**src/logic/sspc_pkg.sv**
```systemverilog
// Constants, register map and types of the serial status and pin port block.
// Assumes nothing of its surroundings; every other file names these with sspc_pkg::.
package sspc_pkg;
	// Byte offsets of the registers on the bus.
	localparam logic [7:0] OFS_CTRL = 8'h00;
	localparam logic [7:0] OFS_STAT = 8'h04;
	localparam logic [7:0] OFS_TXD = 8'h08;
	localparam logic [7:0] OFS_RXD = 8'h0C;
	localparam logic [7:0] OFS_PORT = 8'h10;
	// Internal register indices.
	localparam logic [2:0] IDX_CTRL = 3'h0;
	localparam logic [2:0] IDX_STAT = 3'h1;
	localparam logic [2:0] IDX_TXD = 3'h2;
	localparam logic [2:0] IDX_RXD = 3'h3;
	localparam logic [2:0] IDX_PORT = 3'h4;
	localparam logic [2:0] IDX_NONE = 3'h7;
	// Control register fields.
	localparam int C_RE = 0;
	localparam int C_TE = 1;
	localparam int C_SYNC = 2;
	localparam int C_MP = 3;
	localparam int C_PEN = 4;
	localparam int C_ODD = 5;
	localparam int C_CKLO = 6;
	localparam int C_CKHI = 7;
	// Status register fields.
	localparam int S_TX_MULTIPROC_BIT = 0;
	localparam int S_MPB = 1;
	localparam int S_TRANSMIT_END_FLAG = 2;
	localparam int S_PER = 3;
	localparam int S_RX_FULL_FLAG = 6;
	localparam int S_TX_EMPTY_FLAG = 7;
	// Port register fields.
	localparam int P_BRK_DT = 0;
	localparam int P_BRK_IO = 1;
	localparam int P_CK_DT = 2;
	localparam int P_CK_IO = 3;
	// Reset values.
	localparam logic [7:0] CTRL_RST = 8'h00;
	localparam logic [7:0] STAT_RST = 8'h84;
	localparam logic [7:0] PORT_RST = 8'h00;
	localparam logic [7:0] DATA_RST = 8'h00;
	// Bus responses.
	localparam logic [1:0] RESP_OKAY = 2'h0;
	localparam logic [1:0] RESP_SLVERR = 2'h2;

	typedef enum logic [4:0] {
		ST_IDLE = 5'h01,
		ST_WACC = 5'h02,
		ST_BRESP = 5'h04,
		ST_RACC = 5'h08,
		ST_RRESP = 5'h10
	} sspc_st_e;

	function automatic logic [2:0] reg_idx(input logic [7:0] a);
		case (a)
			OFS_CTRL: reg_idx = IDX_CTRL;
			OFS_STAT: reg_idx = IDX_STAT;
			OFS_TXD: reg_idx = IDX_TXD;
			OFS_RXD: reg_idx = IDX_RXD;
			OFS_PORT: reg_idx = IDX_PORT;
			default: reg_idx = IDX_NONE;
		endcase
	endfunction
endpackage

```
**src/logic/sspc_reg_if.sv**
```systemverilog
// Register access carrier between the bus slave and the block core.
// Assumes one access strobe at a time, each one clock wide.
`timescale 1ns/10ps
interface sspc_reg_if;
	logic wr;
	logic rd;
	logic [2:0] idx;
	logic [7:0] wdata;
	logic [7:0] rdata;
	modport bus (output wr, output rd, output idx, output wdata, input rdata);
	modport core (input wr, input rd, input idx, input wdata, output rdata);
endinterface

```
**src/logic/sspc_axil.sv**
```systemverilog
// AXI4-Lite slave that turns bus transfers into single-cycle register strobes.
// Assumes the core answers read data combinationally in the strobe cycle.
`timescale 1ns/10ps
module sspc_axil (
	// Clock and control.
	input wire logic clk,
	input wire logic rst,
	input wire logic ce,
	// Write channels.
	input wire logic [7:0] awaddr,
	input wire logic awvalid,
	output logic awready,
	input wire logic [31:0] wdata,
	input wire logic [3:0] wstrb,
	input wire logic wvalid,
	output logic wready,
	output logic [1:0] bresp,
	output logic bvalid,
	input wire logic bready,
	// Read channels.
	input wire logic [7:0] araddr,
	input wire logic arvalid,
	output logic arready,
	output logic [31:0] rdata,
	output logic [1:0] rresp,
	output logic rvalid,
	input wire logic rready,
	// Register side.
	sspc_reg_if.bus rb
);
	sspc_pkg::sspc_st_e st_r;
	logic hit;

	assign rb.idx = (st_r == sspc_pkg::ST_WACC) ? sspc_pkg::reg_idx(awaddr)
		: sspc_pkg::reg_idx(araddr);
	assign hit = (rb.idx != sspc_pkg::IDX_NONE);
	assign rb.wdata = wdata[7:0];
	assign rb.wr = ce && (st_r == sspc_pkg::ST_WACC) && wstrb[0] && hit;
	assign rb.rd = ce && (st_r == sspc_pkg::ST_RACC) && hit;

	always_ff @(posedge clk) begin
		if (rst) begin
			st_r <= sspc_pkg::ST_IDLE;
			awready <= 1'b0;
			wready <= 1'b0;
			arready <= 1'b0;
			bvalid <= 1'b0;
			rvalid <= 1'b0;
			bresp <= sspc_pkg::RESP_OKAY;
			rresp <= sspc_pkg::RESP_OKAY;
			rdata <= 32'h0000_0000;
		end else if (ce) begin
			case (st_r)
				sspc_pkg::ST_IDLE: begin
					if (awvalid && wvalid) begin
						awready <= 1'b1;
						wready <= 1'b1;
						st_r <= sspc_pkg::ST_WACC;
					end else if (arvalid) begin
						arready <= 1'b1;
						st_r <= sspc_pkg::ST_RACC;
					end
				end
				sspc_pkg::ST_WACC: begin
					awready <= 1'b0;
					wready <= 1'b0;
					bvalid <= 1'b1;
					bresp <= hit ? sspc_pkg::RESP_OKAY : sspc_pkg::RESP_SLVERR;
					st_r <= sspc_pkg::ST_BRESP;
				end
				sspc_pkg::ST_BRESP: begin
					if (bready) begin
						bvalid <= 1'b0;
						st_r <= sspc_pkg::ST_IDLE;
					end
				end
				sspc_pkg::ST_RACC: begin
					arready <= 1'b0;
					rvalid <= 1'b1;
					rresp <= hit ? sspc_pkg::RESP_OKAY : sspc_pkg::RESP_SLVERR;
					rdata <= {{24{1'b0}}, rb.rdata};
					st_r <= sspc_pkg::ST_RRESP;
				end
				sspc_pkg::ST_RRESP: begin
					if (rready) begin
						rvalid <= 1'b0;
						st_r <= sspc_pkg::ST_IDLE;
					end
				end
				default: st_r <= sspc_pkg::ST_IDLE;
			endcase
		end
	end
endmodule

```
**src/logic/sspc_top.sv**
```systemverilog
// Serial status flags and pin port register of a serial interface, reached over AXI4-Lite.
// Assumes a separate shift engine that reports characters and takes transmit data.
//
// Added by the designer: register access over AXI4-Lite and the placing of the registers.
`timescale 1ns/10ps
module sspc_top (
	// Clock, resets and clock enable.
	input wire logic CLK,
	input wire logic SYS_RST,
	input wire logic MAN_RST,
	input wire logic STANDBY,
	input wire logic CE,
	// AXI4-Lite register bus.
	input wire logic [7:0] AWADDR,
	input wire logic AWVALID,
	output logic AWREADY,
	input wire logic [31:0] WDATA,
	input wire logic [3:0] WSTRB,
	input wire logic WVALID,
	output logic WREADY,
	output logic [1:0] BRESP,
	output logic BVALID,
	input wire logic BREADY,
	input wire logic [7:0] ARADDR,
	input wire logic ARVALID,
	output logic ARREADY,
	output logic [31:0] RDATA,
	output logic [1:0] RRESP,
	output logic RVALID,
	input wire logic RREADY,
	// Shift engine reports.
	input wire logic RX_DONE,
	input wire logic [7:0] RX_DATA,
	input wire logic RX_PAR,
	input wire logic RX_MPB,
	input wire logic TX_LOAD,
	input wire logic TX_LAST,
	input wire logic TX_BIT,
	input wire logic ENG_SCK,
	input wire logic ENG_SCK_EN,
	// Shift engine controls.
	output logic [7:0] CTRL,
	output logic [7:0] TX_DATA,
	output logic TX_EMPTY,
	output logic TX_MPB,
	output logic RX_HALT,
	output logic TX_HALT,
	// Pins.
	input wire logic RXD,
	output logic TXD,
	input wire logic SCK_IN,
	output logic SCK_OUT,
	output logic SCK_EN
);
	sspc_reg_if rb ();

	logic soft_rst;
	logic [7:0] ctrl_r;
	logic [7:0] txd_r;
	logic [7:0] rxd_r;
	logic tx_empty_flag_r;
	logic rx_full_flag_r;
	logic per_r;
	logic transmit_end_flag_r;
	logic mpb_r;
	logic tx_multiproc_bit_r;
	logic ck_io_r;
	logic ck_dt_r;
	logic brk_io_r;
	logic brk_dt_r;
	logic [2:0] armed_r;
	logic [2:0] flag3;
	logic [2:0] wbit3;
	logic [2:0] clr3;
	logic wr_ctrl;
	logic wr_stat;
	logic wr_tx;
	logic wr_port;
	logic rd_stat;
	logic rd_rx;
	logic te_fall;
	logic rx_take;
	logic par_bad;
	logic txd_pin_r;
	logic sck_out_r;
	logic sck_en_r;
	logic rx_halt_r;
	logic tx_halt_r;
	logic tx_mpb_r;

	sspc_axil u_bus (
		.clk(CLK),
		.rst(SYS_RST),
		.ce(CE),
		.awaddr(AWADDR),
		.awvalid(AWVALID),
		.awready(AWREADY),
		.wdata(WDATA),
		.wstrb(WSTRB),
		.wvalid(WVALID),
		.wready(WREADY),
		.bresp(BRESP),
		.bvalid(BVALID),
		.bready(BREADY),
		.araddr(ARADDR),
		.arvalid(ARVALID),
		.arready(ARREADY),
		.rdata(RDATA),
		.rresp(RRESP),
		.rvalid(RVALID),
		.rready(RREADY),
		.rb(rb)
	);

	// Manual reset and standby act on flags and control, never on the port register.
	assign soft_rst = CE && (MAN_RST || STANDBY);
	assign wr_ctrl = rb.wr && (rb.idx == sspc_pkg::IDX_CTRL);
	assign wr_stat = rb.wr && (rb.idx == sspc_pkg::IDX_STAT);
	assign wr_tx = rb.wr && (rb.idx == sspc_pkg::IDX_TXD);
	assign wr_port = rb.wr && (rb.idx == sspc_pkg::IDX_PORT);
	assign rd_stat = rb.rd && (rb.idx == sspc_pkg::IDX_STAT);
	assign rd_rx = rb.rd && (rb.idx == sspc_pkg::IDX_RXD);
	assign te_fall = wr_ctrl && ctrl_r[sspc_pkg::C_TE] && !rb.wdata[sspc_pkg::C_TE];
	// A character is taken only while reception is enabled and not halted.
	assign rx_take = RX_DONE && ctrl_r[sspc_pkg::C_RE] && !per_r;
	assign par_bad = ctrl_r[sspc_pkg::C_PEN] && !ctrl_r[sspc_pkg::C_SYNC]
		&& ((^{RX_DATA, RX_PAR}) != ctrl_r[sspc_pkg::C_ODD]);

	always_ff @(posedge CLK) begin
		if (SYS_RST || soft_rst) begin
			ctrl_r <= sspc_pkg::CTRL_RST;
		end else if (CE && wr_ctrl) begin
			ctrl_r <= rb.wdata;
		end
	end

	// A status flag is cleared by a zero write only after it was read as one.
	assign flag3 = {tx_empty_flag_r, rx_full_flag_r, per_r};
	assign wbit3 = {rb.wdata[sspc_pkg::S_TX_EMPTY_FLAG], rb.wdata[sspc_pkg::S_RX_FULL_FLAG],
		rb.wdata[sspc_pkg::S_PER]};
	generate
		for (genvar i = 0; i < 3; i++) begin : g_arm
			always_ff @(posedge CLK) begin
				if (SYS_RST || soft_rst) begin
					armed_r[i] <= 1'b0;
				end else if (CE) begin
					if (rd_stat) begin
						armed_r[i] <= flag3[i];
					end else if (wr_stat) begin
						armed_r[i] <= 1'b0;
					end
				end
			end
			assign clr3[i] = wr_stat && armed_r[i] && !wbit3[i];
		end
	endgenerate

	always_ff @(posedge CLK) begin
		if (SYS_RST || soft_rst) begin
			tx_empty_flag_r <= sspc_pkg::STAT_RST[sspc_pkg::S_TX_EMPTY_FLAG];
		end else if (CE) begin
			if (TX_LOAD || te_fall) begin
				tx_empty_flag_r <= 1'b1;
			end else if (clr3[2] || wr_tx) begin
				tx_empty_flag_r <= 1'b0;
			end
		end
	end

	always_ff @(posedge CLK) begin
		if (SYS_RST || soft_rst) begin
			transmit_end_flag_r <= sspc_pkg::STAT_RST[sspc_pkg::S_TRANSMIT_END_FLAG];
		end else if (CE) begin
			if (te_fall || (TX_LAST && tx_empty_flag_r)) begin
				transmit_end_flag_r <= 1'b1;
			end else if (clr3[2] || wr_tx) begin
				transmit_end_flag_r <= 1'b0;
			end
		end
	end

	// Receive enable is not looked at here, so dropping it keeps the flags.
	always_ff @(posedge CLK) begin
		if (SYS_RST || soft_rst) begin
			per_r <= sspc_pkg::STAT_RST[sspc_pkg::S_PER];
		end else if (CE) begin
			if (rx_take && par_bad) begin
				per_r <= 1'b1;
			end else if (clr3[0]) begin
				per_r <= 1'b0;
			end
		end
	end

	always_ff @(posedge CLK) begin
		if (SYS_RST || soft_rst) begin
			rx_full_flag_r <= sspc_pkg::STAT_RST[sspc_pkg::S_RX_FULL_FLAG];
		end else if (CE) begin
			if (rx_take && !par_bad) begin
				rx_full_flag_r <= 1'b1;
			end else if (clr3[1] || rd_rx) begin
				rx_full_flag_r <= 1'b0;
			end
		end
	end

	always_ff @(posedge CLK) begin
		if (SYS_RST || soft_rst) begin
			rxd_r <= sspc_pkg::DATA_RST;
			mpb_r <= sspc_pkg::STAT_RST[sspc_pkg::S_MPB];
		end else if (CE && rx_take) begin
			rxd_r <= RX_DATA;
			if (ctrl_r[sspc_pkg::C_MP] && !ctrl_r[sspc_pkg::C_SYNC]) begin
				mpb_r <= RX_MPB;
			end
		end
	end

	always_ff @(posedge CLK) begin
		if (SYS_RST || soft_rst) begin
			txd_r <= sspc_pkg::DATA_RST;
			tx_multiproc_bit_r <= sspc_pkg::STAT_RST[sspc_pkg::S_TX_MULTIPROC_BIT];
		end else if (CE) begin
			if (wr_tx) begin
				txd_r <= rb.wdata;
			end
			if (wr_stat) begin
				tx_multiproc_bit_r <= rb.wdata[sspc_pkg::S_TX_MULTIPROC_BIT];
			end
		end
	end

	// Data bits get a defined start value although none is needed.
	always_ff @(posedge CLK) begin
		if (SYS_RST) begin
			ck_io_r <= sspc_pkg::PORT_RST[sspc_pkg::P_CK_IO];
			ck_dt_r <= sspc_pkg::PORT_RST[sspc_pkg::P_CK_DT];
			brk_io_r <= sspc_pkg::PORT_RST[sspc_pkg::P_BRK_IO];
			brk_dt_r <= sspc_pkg::PORT_RST[sspc_pkg::P_BRK_DT];
		end else if (CE && wr_port) begin
			ck_io_r <= rb.wdata[sspc_pkg::P_CK_IO];
			ck_dt_r <= rb.wdata[sspc_pkg::P_CK_DT];
			brk_io_r <= rb.wdata[sspc_pkg::P_BRK_IO];
			brk_dt_r <= rb.wdata[sspc_pkg::P_BRK_DT];
		end
	end

	always_comb begin
		case (rb.idx)
			sspc_pkg::IDX_CTRL: rb.rdata = ctrl_r;
			sspc_pkg::IDX_STAT: rb.rdata = {tx_empty_flag_r, rx_full_flag_r, 2'b00, per_r, transmit_end_flag_r, mpb_r, tx_multiproc_bit_r};
			sspc_pkg::IDX_TXD: rb.rdata = txd_r;
			sspc_pkg::IDX_RXD: rb.rdata = rxd_r;
			sspc_pkg::IDX_PORT: rb.rdata = {4'h0, ck_io_r, SCK_IN, brk_io_r, RXD};
			default: rb.rdata = 8'h00;
		endcase
	end

	always_ff @(posedge CLK) begin
		if (SYS_RST) begin
			txd_pin_r <= 1'b1;
			sck_out_r <= 1'b0;
			sck_en_r <= 1'b0;
			rx_halt_r <= 1'b0;
			tx_halt_r <= 1'b0;
			tx_mpb_r <= 1'b0;
		end else if (CE) begin
			if (brk_io_r) begin
				txd_pin_r <= brk_dt_r;
			end else begin
				txd_pin_r <= ctrl_r[sspc_pkg::C_TE] ? TX_BIT : 1'b1;
			end
			sck_en_r <= ck_io_r || ENG_SCK_EN;
			sck_out_r <= ck_io_r ? ck_dt_r : ENG_SCK;
			rx_halt_r <= per_r;
			tx_halt_r <= per_r && ctrl_r[sspc_pkg::C_SYNC];
			tx_mpb_r <= tx_multiproc_bit_r && ctrl_r[sspc_pkg::C_MP] && !ctrl_r[sspc_pkg::C_SYNC];
		end
	end

	assign CTRL = ctrl_r;
	assign TX_DATA = txd_r;
	assign TX_EMPTY = tx_empty_flag_r;
	assign TX_MPB = tx_mpb_r;
	assign RX_HALT = rx_halt_r;
	assign TX_HALT = tx_halt_r;
	assign TXD = txd_pin_r;
	assign SCK_OUT = sck_out_r;
	assign SCK_EN = sck_en_r;
endmodule

```
**config.mk**
```make
export PLATFORM = sky130hd
export DESIGN_NAME = sspc_top
export DESIGN_NICKNAME = d
export VERILOG_FILES = /design/src/logic/sspc_pkg.sv /design/src/logic/sspc_reg_if.sv /design/src/logic/sspc_axil.sv /design/src/logic/sspc_top.sv
export SDC_FILE = /design/constraint.sdc
export NUM_CORES = 1
export LEC_CHECK = 0
export BUFFER_PORTS_ARGS = -buffer_cell sky130_fd_sc_hd__buf_2
export CAP_MARGIN = 15
export CORE_MARGIN = 2
export CORE_UTILIZATION = 50
export DETAILED_ROUTE_END_ITERATION = 12
export PLACE_DENSITY = 0.82
export SETUP_SLACK_MARGIN = 0.1
export SLEW_MARGIN = 20
export SYNTH_ARGS = -nofsm -noshare
export SYNTH_HDL_FRONTEND = slang
export SYNTH_SLANG_ARGS = --single-unit
```
**constraint.sdc**
```tcl
create_clock -name CLK -period 5.9 [get_ports CLK]
set_input_delay 1.77 -clock CLK [delete_from_list [all_inputs] [get_ports CLK]]
set_output_delay 1.77 -clock CLK [all_outputs]
set_load 0.1 [all_outputs]
```
==> qor.txt, run 1 <==
Outcome -> complete, no violations
Crit path kind -> in2reg
Synth Flop Type -> dfxtp_1
I/O pins -> 144
Power Density -> 262 nW/um^2
RePlAce Congestion -> 0.855
# DRC -> 0
Synth unique cells -> 57
Setup TNS -> 0 ns
Final setup fails -> 0
Total power -> 993 uW
Antenna cells -> 0
Max-cap viol count -> 0
Max Freq -> 269 MHz
Critical Path Start Type -> input pin
Critical Path Sink Type -> register
Number of global-route vias before repair -> 2747
Post-route design area -> 3790 sq um
Required time worst endpoint -> 6.11 ns
FF+latch area -> 1240 sq um
Die X -> 84.6 um
Vias per cell -> 5.55
Area of the mapped netlist -> 3250 sq um
CTS clock-pin slew for the worst setup and hold paths -> 0.06 ns
Max-Slew Margin vs Limit -> 32.5%
Number of synthesized flops with an enable pin -> 0
Die area -> 7150 sq um
Fin. Hold Viols -> 0
CP max stage cell -> mux2i_1
Vias -> 2945
Antenna viol nets, final -> 0
Unrepaired setup endpoints after global routing -> false
WP data arrival -> 3.93 ns
Tcrit/Tclk final -> 62.9%
Final Max Slew Viols -> 0
Final nets -> 530
CTS Buf Count -> 9
Root Buffer Master -> clkbuf_8
Hold Crit Class -> reg2reg
CTS H-tree depth -> 3
Global-route wire length before repair -> 12900 um
Cell Area, Placed -> 3580 sq um
Synth async-reset ratio -> 0%
Post-CTS resize count -> 0
Post-route minimum period -> 3.71 ns
VDD IR-drop max -> 217 uV
Dpl cells -> 516
First-iteration detailed-routing DRC count -> 217
Largest net degree at the start of global routing -> 33
Avg WL per Cell -> 15.2 um
CTS tree -> built
Worst skew pair latency -> 0.34 ns
Fillers -> 558
CTS Sinks -> 62
Worst Path Max Fanout -> 11
Leak -> 1.68 nW
Worst path max stage delay -> 0.80 ns
Mean post-synth cell area -> 8.85 sq um
Fin Clk Skew -> 0.00827 ns
Sequential share of the synthesized area -> 38.2%
PortBufs -> 90
Tot GR Track Use -> 22.4%
Worst slew pin tran -> 0.984 ns
YS warnings -> 0
Core ar. -> 6310 sq um
Layout cell share with drive strength beyond 1 -> 27.1%
Starting Density -> 51.4%
Post-CTS Setup Repair Bufs -> 0
Routed Wire Length -> 8050 um
Die H -> 84.6 um
Seq cells post-synth -> 62
Dpl hpwl -> 5680 um
Layout area overhead -> 16.8%
Cell mode on critical path -> mux2i_1
TritonRoute pass-1 iters -> 4
Total grt overflow -> 0
Crit path cell chain -> buf_2, nor4_1, nand2_1, mux2i_1, nand4_4, mux2i_1, nor2_1
Multi-input logic area -> 1780 sq um
Max Buffers Root-to-Sink -> 2
Cells after Synth -> 367
CTS Hold Bufs -> 0
Layout Cells excl Fill -> 531
Std cell rows -> 29
Initial antenna violation count -> 0
[placed cells by master (no fill, tap or decap), drive strengths merged, types with 3 or more instances in the layout]
cell / instances
nand2b: 5
nor4: 8
a211o: 3
and2: 3
nand4: 6
a22oi: 7
a21oi: 22
mux2i: 33
nor3: 5
o21ai: 13
nor2b: 3
nand3: 9
and3: 5
mux2: 9
clkbuf: 12
nand2: 42
nor2: 44
nor3b: 3
buf: 91
nand4b: 4
dfxtp: 62
nand3b: 5
xnor2: 6
conb: 26
[final timing paths]
kind | start | endpoint | slack, ns | cells past startpoint
worst max-delay path | AWADDR[4] | CTRL[5] | 2.19 | 7
worst max register to register | u_bus.st_r[3] | CTRL[5] | 3.35 | 6
worst min-delay path | rxd_r[2] | rxd_r[2] | 0.46 | 2
worst min register to register | rxd_r[2] | rxd_r[2] | 0.46 | 2
[synth_stat cells, drive strengths merged (2+ instances only)]
cell type / count / share of area [%]
a211o: 3 / 0.81
a211oi: 2 / 0.46
a21oi: 22 / 3.4
a22oi: 7 / 1.6
a311o: 2 / 0.62
a311oi: 2 / 0.54
a31oi: 2 / 0.39
and2: 3 / 0.66
and3: 5 / 0.96
buf: 34 / 8.4
clkbuf: 10 / 1.2
dfxtp: 62 / 38
inv: 2 / 0.23
mux2: 9 / 3.4
mux2i: 33 / 11
nand2: 42 / 4.9
nand2b: 5 / 0.96
nand3: 9 / 1.5
nand3b: 5 / 1.2
nand4: 6 / 1.6
nand4b: 4 / 1.1
nor2: 44 / 5.1
nor2b: 3 / 0.58
nor3: 5 / 1.1
nor3b: 3 / 0.69
nor4: 8 / 1.5
o21ai: 13 / 2.0
xnor2: 6 / 1.6
[flip-flops by register name (all words and copies together), names as in the netlist, 3 cells and up]
| name | count |
|---|---|
| u_bus.rdata | 8 |
| u_bus.st_r | 5 |
| armed_r | 3 |
| rxd_r | 8 |
| CTRL | 8 |
| TX_DATA | 8 |
[stage by stage]
stage / hold WS, ns / utilization, % / worst slack, ns
after floorplan: 0.434 / - / 2.66
after global placement: 0.445 / 56.8 / 1.93
after detailed placement: 0.451 / 56.8 / 1.87
after CTS: 0.460 / 60.1 / 2.24
after global routing: 0.468 / 60.1 / 2.00
final: 0.461 / 60.1 / 2.19
[final cells by class]
type                    instances  area share (%)
inverters                       2           0.198
multi-input cells             284            47.0
well taps                      77            2.54
clock buffers                  12            4.35
repair buffers                 91            12.1
clock inverters                 3            1.12
flip-flops and latches         62            32.7
[power by group]
group	internal, mW	switching (mW)
logic	0.0369	0.141
clock network	0.227	0.160
registers	0.424	0.00468
[cell families (layout without fill, tap and decap cells)]
logic type             count (synthesis)  count (layout)  synth area share, %
flip-flops                            62              62                 38.2
AO/OA/AOI/OAI                         61              61                 11.9
multiplexers                          42              42                 14.0
XOR/XNOR                               8               8                 2.58
buffers and inverters                 46             108                 9.79
other                                  1              26                0.115
AND/OR/NAND/NOR                      147             147                 23.4
[worst max-delay path: cells and delay by family]
kind	cells	cell delay (ns)
multiplexers	2	1.08
buffers and inverters	1	0.11
AND/OR/NAND/NOR	4	0.97
[per-layer routing]
layer	track usage, %	part of all wire [%]
met1	28.6	43
met2	36.6	47
met3	4.82	7.8
met4	9.52	1.8
met5	0	0
Note: power is estimated with default switching activity, not from simulation.
==> run 2: changes to the inputs <==
--- a/config.mk
+++ b/config.mk
@@ -5,12 +5,13 @@
 export SDC_FILE = /design/constraint.sdc
 export NUM_CORES = 1
 export LEC_CHECK = 0
+export ABC_AREA = 1
 export BUFFER_PORTS_ARGS = -buffer_cell sky130_fd_sc_hd__buf_2
 export CAP_MARGIN = 15
 export CORE_MARGIN = 2
-export CORE_UTILIZATION = 50
+export CORE_UTILIZATION = 49
 export DETAILED_ROUTE_END_ITERATION = 12
-export PLACE_DENSITY = 0.82
+export PLACE_DENSITY = 0.79
 export SETUP_SLACK_MARGIN = 0.1
 export SLEW_MARGIN = 20
 export SYNTH_ARGS = -nofsm -noshare
==> constraint.sdc (replaced) <==
create_clock -name CLK -period 3.57 [get_ports CLK]
set_input_delay 1.071 -clock CLK [delete_from_list [all_inputs] [get_ports CLK]]
set_output_delay 1.071 -clock CLK [all_outputs]
set_load 0.1 [all_outputs]
==> run 2 against run 1 <==
Net effect:
- combinational power is 100% higher
- synthesized area is 7.6% higher
- die area is 9.3% higher
- clock power is 51% higher
- routed wire length is 12% higher
- non-clock buffer count is 4 higher
- sequential power is 66% higher
- flip-flop and latch count stayed put
- count of clock-buffer cells in the layout is 1 higher
- largest cell class unchanged
==> qor.txt, run 2 <==
Outcome -> complete, no violations
Tcrit/Tclk final -> 72.0%
Post-route minimum period -> 2.57 ns
Die area -> 7820 sq um
Antenna cells -> 0
Most frequent cell after synthesis -> nand2_1
Top Family by Delay on Critical Path -> simple AND/OR/NAND/NOR gates
# DRC -> 0
RePlAce Congestion -> 0.908
Sequential share of the synthesized area -> 35.5%
Critical Path Start Type -> input pin
Power Density -> 404 nW/um^2
Largest net degree at the start of global routing -> 20
TritonRoute pass-1 iters -> 5
Most frequent cells in the layout -> 105 x nand2_1, 90 x buf_2, 62 x dfxtp_1, 46 x nor2_1
Post-route design area -> 4110 sq um
Cell Area, Placed -> 3920 sq um
Number of global-route vias before repair -> 3163
Global-route wire length before repair -> 14200 um
PortBufs -> 90
Root Buffer Master -> clkbuf_8
Fin Clk Skew -> 0.00491 ns
Number of synthesized flops with an enable pin -> 0
Std cell rows -> 30
Die X -> 88.4 um
VDD IR-drop max -> 279 uV
Fin. Hold Viols -> 0
Final setup fails -> 0
CTS Hold Bufs -> 0
Commonest cells in the netlist -> 105 x nand2_1, 62 x dfxtp_1, 46 x nor2_1, 45 x a21oi_1, 45 x inv_1
Worst Path Max Fanout -> 11
Routed Wire Length -> 8990 um
Max Buffers Root-to-Sink -> 2
Crit path cell chain -> buf_2, nor2_2, nand2_1, nor2_2, inv_1, nand3_2, nand3_1, nand2_2, nand4_4, clkinv_2, nand3b_1, nand2_1, nand2_1, nand3_1
CP Buf/Inv Count -> 3
M3 GR Usage -> 6.06%
First-iteration detailed-routing DRC count -> 349
Met1 GRT Util -> 29.5%
Final nets -> 661
Post-CTS resize count -> 0
Unrepaired setup endpoints after global routing -> false
Layout cell share with drive strength beyond 1 -> 26.1%
Commonest non-fill, non-tap cell in the layout -> nand2_1
Avg WL per Cell -> 13.2 um
Die H -> 88.4 um
Leak -> 1.86 nW
Starting Density -> 51.1%
Worst skew pair latency -> 0.35 ns
Layout area overhead -> 17.6%
Setup TNS -> 0 ns
Met2 GRT Util -> 39.8%
Max-Slew Margin vs Limit -> 59.2%
Total grt overflow -> 0
YS warnings -> 0
Final Max Slew Viols -> 0
Mean post-synth cell area -> 7.14 sq um
CTS H-tree depth -> 3
Layout Cells excl Fill -> 682
I/O pins -> 144
CP max stage cell -> nand2_2
Area of the mapped netlist -> 3490 sq um
Synth unique cells -> 41
Required time worst endpoint -> 3.85 ns
CTS Buf Count -> 9
Fillers -> 662
CTS tree -> built
Cell mode on critical path -> nand2_1
Grt peak-use layer -> met2
Worst slew pin tran -> 0.606 ns
Hold Crit Class -> reg2reg
Crit path kind -> in2reg
Worst path max stage delay -> 0.25 ns
Tot GR Track Use -> 23.7%
Synth Flop Type -> dfxtp_1
Synth async-reset ratio -> 0%
WP data arrival -> 2.85 ns
Dpl hpwl -> 6880 um
Initial antenna violation count -> 0
Critical Path Sink Type -> register
CTS clock-pin slew for the worst setup and hold paths -> 0.06 ns
Top post-synthesis cells by area -> dfxtp_1 36%, nand2_1 11%, a21oi_1 6.4%, buf_4 6.0%, nor2_1 4.9%
Dpl cells -> 666
Cells after Synth -> 489
Vias per cell -> 5.16
Antenna viol nets, final -> 0
Share of the synthesized area in the top cell type -> 35.5%
Vias -> 3520
Seq cells post-synth -> 62
Core ar. -> 6830 sq um
Max-cap viol count -> 0
Max Freq -> 389 MHz
CTS Sinks -> 62
Area leader, netlist -> dfxtp_1
Post-CTS Setup Repair Bufs -> 0
==> run 2: changes by cell type in the layout (fill, tap and decap cells not counted), moves of 6 or more <==
cell,previous run,this run
nand3_1,8,25
mux2_2,7,0
nand4_1,5,16
o21ai_0,10,32
a21oi_1,22,45
inv_1,2,45
a22oi_1,7,0
nand2_1,42,105
mux2i_1,31,0
nor4_1,8,2
nor2_2,0,10
==> run 2: metal layers <==
layer / part of all wire, % / wire length, um
met1: 42 / 3820
met2: 47 / 4220
met3: 8.8 / 794
met4: 1.8 / 158
met5: 0 / 0
==> run 2: path summary, 6_finish.rpt <==
path	depth (start not counted)	slack (ns)	to	startpoint
min reg2reg	2	0.46	mpb_r	mpb_r
min	2	0.46	mpb_r	mpb_r
max	14	1.00	transmit_end_flag_r	AWADDR[1]
max reg2reg	12	1.49	transmit_end_flag_r	u_bus.st_r[4]
==> run 2: worst register-to-register path: stages, from the launching register on <==
cell and delay, ns:
dfxtp_1 0.34, inv_2 0.11, nand3_2 0.13, nor2_8 0.19, inv_2 0.10, nand3_1 0.11
nand2_2 0.20, nand4_4 0.21, clkinv_2 0.18, nand3b_1 0.19, nand2_1 0.07, nand2_1 0.06
nand3_1 0.07
==> run 2: area by class of cell <==
type / count / area, sq um / share of cell area [%]
clock buffer: 13 / 169 / 4.11
clock inverter: 3 / 17.5 / 0.427
multi-input combinational: 359 / 1860 / 45.4
tap: 96 / 120 / 2.93
timing repair buffer: 95 / 488 / 11.9
inverter: 54 / 208 / 5.06
sequential: 62 / 1240 / 30.2
==> run 2: logic make-up (layout without fill, tap and decap cells) <==
| group | Yosys count | count (layout) | share of synthesized area (%) |
|---|---|---|---|
| AO/OA/AOI/OAI | 93 | 93 | 14.8 |
| XOR/XNOR | 9 | 9 | 2.26 |
| other | 1 | 26 | 0.107 |
| flip-flops | 62 | 62 | 35.5 |
| buffers and inverters | 93 | 165 | 13.8 |
| AND/OR/NAND/NOR | 231 | 231 | 33.5 |
==> run 2: power by group <==
group / total, mW / leakage, nW / switching [mW] / internal (mW)
registers: 0.712 / 0.501 / 0.00806 / 0.704
clock network: 0.584 / 0.0954 / 0.277 / 0.307
logic: 0.362 / 1.26 / 0.294 / 0.0675
==> run 2: metrics by stage <==
stage	hold slack [ns]	setup WS (ns)	total power [mW]	utilization, %
2_1_floorplan	0.424	1.10	1.04	-
3_3_place_gp	0.437	0.724	1.08	57.4
3_5_place_dp	0.450	0.688	1.09	57.4
4_1_cts	0.460	1.05	1.66	60.1
5_1_grt	0.480	0.831	1.71	60.1
6_report	0.458	1.00	1.66	60.1
